--- src/dpl_defines.svh ---
// Register offsets, field positions, reset values and widths of the loop control bank
`ifndef DPL_DEFINES_SVH
`define DPL_DEFINES_SVH

`define DPL_ADDR_W 16
`define DPL_DATA_W 8
`define DPL_STEP_W 16
`define DPL_OFS_W 24

`define DPL_OFF_USER_MODE 16'h0a22
`define DPL_OFF_RESET_CTRL 16'h0a23
`define DPL_OFF_PHASE_CTRL 16'h0a24
`define DPL_OFF_STATUS 16'h0a28
`define DPL_OFF_OFS_LO 16'h0a29
`define DPL_OFF_OFS_MID 16'h0a2a
`define DPL_OFF_OFS_HI 16'h0a2b

`define DPL_MANREF_HI 6
`define DPL_MANREF_LO 5
`define DPL_SWMODE_HI 4
`define DPL_SWMODE_LO 2
`define DPL_HOLDOVER_BIT 1
`define DPL_FREERUN_BIT 0

`define DPL_LF_RST_BIT 2
`define DPL_HIST_CLR_BIT 1
`define DPL_AUTOSYNC_RST_BIT 0

`define DPL_PH_ZERO_BIT 2
`define DPL_PH_DEC_BIT 1
`define DPL_PH_INC_BIT 0

`define DPL_MANREF_RST 2'h0
`define DPL_SWMODE_RST 3'h0
`define DPL_SWMODE_LAST 3'h4
`define DPL_USER_BIT_RST 1'h0
`define DPL_RDATA_RST 8'h00

`endif

--- src/dpl_pkg.sv ---
// Types shared by the loop control bank modules
package dpl_pkg;

  // Gray order: normal -> holdover -> free run
  typedef enum logic [1:0] {
    DPL_LOOP_NORMAL = 2'b00,
    DPL_LOOP_HOLDOVER = 2'b01,
    DPL_LOOP_FREERUN = 2'b11
  } dpl_loop_state_type;

  typedef enum logic [2:0] {
    DPL_SW_AUTO_REVERT = 3'h0,
    DPL_SW_AUTO_NONREVERT = 3'h1,
    DPL_SW_MAN_AUTO_FALLBACK = 3'h2,
    DPL_SW_MAN_HOLD_FALLBACK = 3'h3,
    DPL_SW_MAN_NO_FALLBACK = 3'h4
  } dpl_switch_mode_type;

endpackage

--- src/dpl_phase_if.sv ---
// Command and result signals between the bank and its phase offset accumulator
`timescale 1ns/1ps
`include "dpl_defines.svh"

interface dpl_phase_if;
  logic zero;
  logic dec;
  logic inc;
  logic [`DPL_STEP_W-1:0] step;
  logic [`DPL_OFS_W-1:0] offset;

  modport ctrl (
    output zero,
    output dec,
    output inc,
    output step,
    input offset
  );

  modport acc (
    input zero,
    input dec,
    input inc,
    input step,
    output offset
  );
endinterface

--- src/dpl_phase_acc.sv ---
// Incremental phase offset accumulator
`timescale 1ns/1ps
`include "dpl_defines.svh"

module dpl_phase_acc
  import dpl_pkg::*;
(
  input wire logic mclk,
  input wire logic arst_n,
  dpl_phase_if.acc ph
);

  logic [`DPL_OFS_W-1:0] offset_reg;
  logic [`DPL_OFS_W-1:0] offset_next;
  logic [`DPL_OFS_W-1:0] step_ext;

  assign step_ext = {{(`DPL_OFS_W-`DPL_STEP_W){1'b0}}, ph.step};

  // Zero wins; increment and decrement together cancel
  always_comb
  begin
    offset_next = offset_reg;
    if (ph.zero)
    begin
      offset_next = '0;
    end
    else if (ph.inc && !ph.dec)
    begin
      offset_next = offset_reg + step_ext;
    end
    else if (ph.dec && !ph.inc)
    begin
      offset_next = offset_reg - step_ext;
    end
  end

  always_ff @(posedge mclk or negedge arst_n)
  begin
    if (!arst_n)
    begin
      offset_reg <= '0;
    end
    else
    begin
      offset_reg <= offset_next;
    end
  end

  assign ph.offset = offset_reg;

endmodule

--- src/dpl_loop_ctrl.sv ---
// User mode, reset and phase control bank for one digital loop
`timescale 1ns/1ps
`include "dpl_defines.svh"


module dpl_loop_ctrl
  import dpl_pkg::*;
(
  input wire logic mclk,
  input wire logic arst_n,
  input wire logic [`DPL_ADDR_W-1:0] reg_addr,
  input wire logic [`DPL_DATA_W-1:0] reg_wdata,
  input wire logic reg_wr,
  input wire logic reg_rd,
  output logic [`DPL_DATA_W-1:0] reg_rdata,
  input wire logic history_available,
  input wire logic [`DPL_STEP_W-1:0] phase_step,
  output logic [1:0] manual_ref,
  output logic [2:0] switch_mode,
  output logic switch_mode_valid,
  output dpl_loop_state_type loop_state,
  output logic loop_filter_rst,
  output logic history_clr,
  output logic autosync_rst,
  output logic [`DPL_OFS_W-1:0] phase_offset
);

  // ==========================================================
  // Address decode
  function automatic logic hit(input logic [`DPL_ADDR_W-1:0] a,
                               input logic [`DPL_ADDR_W-1:0] off);
    hit = (a == off);
  endfunction

  logic wr_mode;
  logic wr_reset;
  logic wr_phase;

  assign wr_mode = reg_wr && hit(reg_addr, `DPL_OFF_USER_MODE);
  assign wr_reset = reg_wr && hit(reg_addr, `DPL_OFF_RESET_CTRL);
  assign wr_phase = reg_wr && hit(reg_addr, `DPL_OFF_PHASE_CTRL);

  // ==========================================================
  // User mode register
  logic [1:0] manual_ref_reg;
  logic [2:0] switch_mode_reg;
  logic user_holdover_reg;
  logic user_freerun_reg;

  always_ff @(posedge mclk or negedge arst_n)
  begin
    if (!arst_n)
    begin
      manual_ref_reg <= `DPL_MANREF_RST;
      switch_mode_reg <= `DPL_SWMODE_RST;
      user_holdover_reg <= `DPL_USER_BIT_RST;
      user_freerun_reg <= `DPL_USER_BIT_RST;
    end
    else if (wr_mode)
    begin
      manual_ref_reg <= reg_wdata[`DPL_MANREF_HI:`DPL_MANREF_LO];
      switch_mode_reg <= reg_wdata[`DPL_SWMODE_HI:`DPL_SWMODE_LO];
      user_holdover_reg <= reg_wdata[`DPL_HOLDOVER_BIT];
      user_freerun_reg <= reg_wdata[`DPL_FREERUN_BIT];
    end
  end

  always_ff @(posedge mclk or negedge arst_n)
  begin
    if (!arst_n)
    begin
      manual_ref <= `DPL_MANREF_RST;
      switch_mode <= `DPL_SWMODE_RST;
      switch_mode_valid <= 1'b1;
    end
    else
    begin
      manual_ref <= manual_ref_reg;
      switch_mode <= switch_mode_reg;
      switch_mode_valid <= (switch_mode_reg <= `DPL_SWMODE_LAST);
    end
  end

  // ==========================================================
  // Loop operating state
  dpl_loop_state_type state_next;

  // Free run outranks holdover
  always_comb
  begin
    state_next = DPL_LOOP_NORMAL;
    if (user_freerun_reg)
    begin
      state_next = DPL_LOOP_FREERUN;
    end
    else if (user_holdover_reg)
    begin
      if (history_available)
      begin
        state_next = DPL_LOOP_HOLDOVER;
      end
      else
      begin
        state_next = DPL_LOOP_FREERUN;
      end
    end
  end

  always_ff @(posedge mclk or negedge arst_n)
  begin
    if (!arst_n)
    begin
      loop_state <= DPL_LOOP_NORMAL;
    end
    else
    begin
      loop_state <= state_next;
    end
  end

  // ==========================================================
  // Autoclearing reset strobes, one cycle per write of one
  always_ff @(posedge mclk or negedge arst_n)
  begin
    if (!arst_n)
    begin
      loop_filter_rst <= 1'b0;
      history_clr <= 1'b0;
      autosync_rst <= 1'b0;
    end
    else
    begin
      loop_filter_rst <= wr_reset && reg_wdata[`DPL_LF_RST_BIT];
      history_clr <= wr_reset && reg_wdata[`DPL_HIST_CLR_BIT];
      autosync_rst <= wr_reset && reg_wdata[`DPL_AUTOSYNC_RST_BIT];
    end
  end

  // ==========================================================
  // Phase offset accumulator
  dpl_phase_if ph ();

  assign ph.zero = wr_phase && reg_wdata[`DPL_PH_ZERO_BIT];
  assign ph.dec = wr_phase && reg_wdata[`DPL_PH_DEC_BIT];
  assign ph.inc = wr_phase && reg_wdata[`DPL_PH_INC_BIT];
  assign ph.step = phase_step;

  dpl_phase_acc u_acc (
    .mclk(mclk),
    .arst_n(arst_n),
    .ph(ph.acc)
  );

  always_ff @(posedge mclk or negedge arst_n)
  begin
    if (!arst_n)
    begin
      phase_offset <= '0;
    end
    else
    begin
      phase_offset <= ph.offset;
    end
  end

  // ==========================================================
  // Read back; control registers read zero
  logic [`DPL_DATA_W-1:0] rd_mux;

  always_comb
  begin
    rd_mux = `DPL_RDATA_RST;
    unique case (reg_addr)
      `DPL_OFF_USER_MODE:
        rd_mux = {1'b0, manual_ref_reg, switch_mode_reg, user_holdover_reg,
                  user_freerun_reg};
      `DPL_OFF_RESET_CTRL:
        rd_mux = 8'h00;
      `DPL_OFF_PHASE_CTRL:
        rd_mux = 8'h00;
      `DPL_OFF_STATUS:
        rd_mux = {5'h00, history_available, loop_state};
      `DPL_OFF_OFS_LO:
        rd_mux = ph.offset[7:0];
      `DPL_OFF_OFS_MID:
        rd_mux = ph.offset[15:8];
      `DPL_OFF_OFS_HI:
        rd_mux = ph.offset[23:16];
      default:
        rd_mux = 8'h00;
    endcase
  end

  always_ff @(posedge mclk or negedge arst_n)
  begin
    if (!arst_n)
    begin
      reg_rdata <= `DPL_RDATA_RST;
    end
    else if (reg_rd)
    begin
      reg_rdata <= rd_mux;
    end
    else
    begin
      reg_rdata <= `DPL_RDATA_RST;
    end
  end

endmodule

--- config.mk ---
export PLATFORM = sky130hd
export DESIGN_NAME = dpl_loop_ctrl
export DESIGN_NICKNAME = d
export VERILOG_FILES = /design/src/dpl_pkg.sv /design/src/dpl_phase_if.sv /design/src/dpl_phase_acc.sv /design/src/dpl_loop_ctrl.sv
export VERILOG_INCLUDE_DIRS = /design/src
export SDC_FILE = /design/constraint.sdc
export NUM_CORES = 1
export LEC_CHECK = 0
export BUFFER_PORTS_ARGS = -buffer_cell sky130_fd_sc_hd__clkbuf_2
export CORE_MARGIN = 2
export CORE_UTILIZATION = 45
export CTS_BUF_LIST = sky130_fd_sc_hd__clkbuf_4
export CTS_CLUSTER_DIAMETER = 80
export DETAILED_ROUTE_END_ITERATION = 10
export PLACE_DENSITY = 0.74
export RECOVER_POWER = 100
export REMOVE_ABC_BUFFERS = 1
export SYNTH_ARGS = -nofsm -noshare
export SYNTH_HDL_FRONTEND = slang
export SYNTH_SLANG_ARGS = --single-unit
--- constraint.sdc ---
create_clock -name mclk -period 6.95 [get_ports mclk]
set_input_delay 0 -clock mclk [delete_from_list [all_inputs] [get_ports mclk]]
set_output_delay 0 -clock mclk [all_outputs]
set_load 0.02 [all_outputs]
==> run summary <==
status = complete, but fails checks
failing checks = max-capacitance violations, max-slew violations
CP Capture Type = register
vias after detailed routing = 3614
Crit Path Max Fanout = 14
vias in the first global route = 3493
total number of yosys warnings = 0
Max transition margin = -1.55
post-synthesis sequential area ratio = 0.441
worst reg2reg path depth = 8
Flop pwr share = 0.546
Syn Std Cell Area = 4210 um^2
P_int = 602 uW
global-route wire length before repair = 17.0 mm
max_cap viols = 1
WP data required = 7.24 ns
Initial Utilization = 0.460
DIE AREA = 10100 um^2
Comb power frac = 0.087
Resized Gates After CTS = 0
htree depth = 3
DRC viols = 0
CP peak stage delay = 0.87 ns
antenna violations before repair = 0
largest family of logic cells by synthesized area = compound AO/OA/AOI/OAI gates
Finished Cell Area = 4950 um^2
largest net degree at the start of global routing = 75
NetSw = 187 uW
Tot Pwr = 788 uW
hold endpoint = reg_rdata[7]
ys async rst share = 1.00
proportion of synthesized area in mux cells = 0.0375
worst slew pin tran = 3.83 ns
Post-Synth Simple-Gate Area = 0.161
layout cells sized above 1 = 0.148
Worst-path clk slew = 0.12 ns
r2r setup slk = 4.30 ns
Routed WL = 10.7 mm
FF+latch count, synth = 74
CTS Buffer Depth = 2
share of the synthesized area in the top cell type = 0.434
CTS sink count = 74
CP top delay family = simple AND/OR/NAND/NOR gates
Worst path slowest cell = nor4_4
Post-Route Skew = 0.0221 ns
Routed WL per cell = 16.6 um
pins over their slew limit = 75
Cell Area, Placed = 4740 um^2
Worst EP arrival = 4.31 ns
Tcrit/Tclk final = 0.578
worst path cell trace = clkbuf_2 > nor4b_1 > or3b_1 > nor4_4 > nor2_1 > xor2_1 > ha_1 > a21o_1 > a21oi_1 > o21ai_0 > or4b_2 > a21oi_1 > xor2_1 > o21ai_0
Pleak = 0.00234 uW
Buf/Inv on CP = 1
Post-synth EDFFs = 0
CTS Buf Count = 9
setup TNS = 0 ns
CP startpoint kind = input pin
Synth Area in Compound Gates = 0.192
Area contributors post-synth = dfrtp_1 43%, ha_1 7.1%, o21ai_0 4.4%
most common cell in the synthesized netlist = dfrtp_1
Layout area overhead = 17.7%
drt pass-1 iters = 5
slack of the critical path = 2.93 ns
antenna cells = 0
Die Ht = 101 um
Routed Antenna Nets = 0
Avg Inst Size Synth = 9.83 um^2
worst r2r src = u_acc.ph.offset[7]
Hold Path Class = input pin to register
XOR/XNOR share of the synthesized area = 0.0708
main flop type after synthesis = dfrtp_1
hold path depth = 3
core area = 9150 um^2
port buffer count = 86
Distinct cells, synth = 56
DRT iter0 DRCs = 187
sw frac = 0.237
hold slack = 0.0387 ns
pwr dens = 159 nW/um^2
leading area contributor after synthesis = dfrtp_1
RSZ-0062 raised after global routing = false
Nets = 598
Site Rows = 35
Avg Vias per Cell = 5.62
grt ovf = 0
Post-Synthesis Cells = 428
top post-synthesis cells by count = 73 x dfrtp_1, 46 x nand2_1, 37 x o21ai_0
Peak VDD IR = 58.1 uV
Worst R2R End = u_acc.ph.offset[22]
WS Path Type = input pin to register
final hold viol count = 0
Post-Synth Adder-Cell Area = 0.0761
boundary pin count = 88
final setup vio count = 0
routability cong. = 0.921
Clk pwr share = 0.367
pre-CTS setup slack = 2.66 ns
HPWL Detailed = 8.13 mm
Max Freq = 249 MHz
TritonCTS clock tree = yes
later-pin clock latency in the skew report = 0.42 ns
Global Route Usage Sum = 0.215
Min-Delay Startpoint = reg_addr[2]
origin of the worst setup path = reg_addr[4]
root buf cell = clkbuf_4
DIE WIDTH = 101 um
fin crit period = 4.02 ns
## area by class of cell
cell class / count / area, um^2
clock buffer: 9 / 67.6
clock inverter: 6 / 82.6
fill: 857 / 4200
inverter: 11 / 41.3
multi-input combinational: 330 / 2240
sequential: 74 / 1850
tap: 111 / 139
timing repair buffer: 102 / 524
## worst max path at each step
stage	endpoint	slack [ns]	cells after the start
after floorplan	u_acc.ph.offset[22]	3.42	13
after global routing	u_acc.ph.offset[23]	2.33	3
final	u_acc.ph.offset[22]	2.93	14
after detailed placement	u_acc.ph.offset[22]	2.66	14
after CTS	u_acc.ph.offset[22]	3.11	14
after global placement	u_acc.ph.offset[22]	2.70	14
## cells by family after synthesis
group           after synthesis
simple gates                131
compound gates              126
flops                        74
xor+xnor                     34
fa+ha+maj                    25
buf+inv                      24
mux                          14
## placed cells by master (no fill, tap or decap), types with 15 or more instances in the layout
master / count
xnor2_1: 15
o21ai_0: 38
xor2_1: 19
a21oi_1: 29
nor2_1: 30
nand2_1: 46
clkbuf_1: 45
clkbuf_2: 42
ha_1: 24
dfrtp_1: 73
## metal layers
layer  vias up  track usage  routed length, um
li1       1753            -                  -
met1      1740        0.294               4930
met2       108        0.346               5030
met3        13       0.0368                524
met4         0       0.0748                203
met5         -            0                  0
## metrics by stage
step,util,instances
6_report,0.541,643
2_1_floorplan,-,415
3_5_place_dp,0.518,614
3_3_place_gp,0.518,614
4_1_cts,0.550,643
5_1_grt,0.541,643
## power by group through the flow
stage	Clock, uW	Combinational [uW]	Sequential, uW
floorplan	0	31.2	439
global placement	0	62.9	439
detailed placement	0	64.7	439
CTS	295	69.8	431
global route	313	76.8	431
finish	290	68.2	431
## worst register-to-register path: stages, from the launching register on
cell,delay [ns]
dfrtp_1,0.44
ha_1,0.39
a21o_1,0.22
a21oi_1,0.23
o21ai_0,0.13
or4b_2,0.66
a21oi_1,0.23
xor2_1,0.15
o21ai_0,0.08
## what timing repair did
action                                  CTS  global route
hold buffers                             14             0
buffers inserted                          0             0
endpoints found under the setup margin    0             0
endpoints found under the hold margin    87             0
No activity file was read; power rests on OpenSTA's default activity.
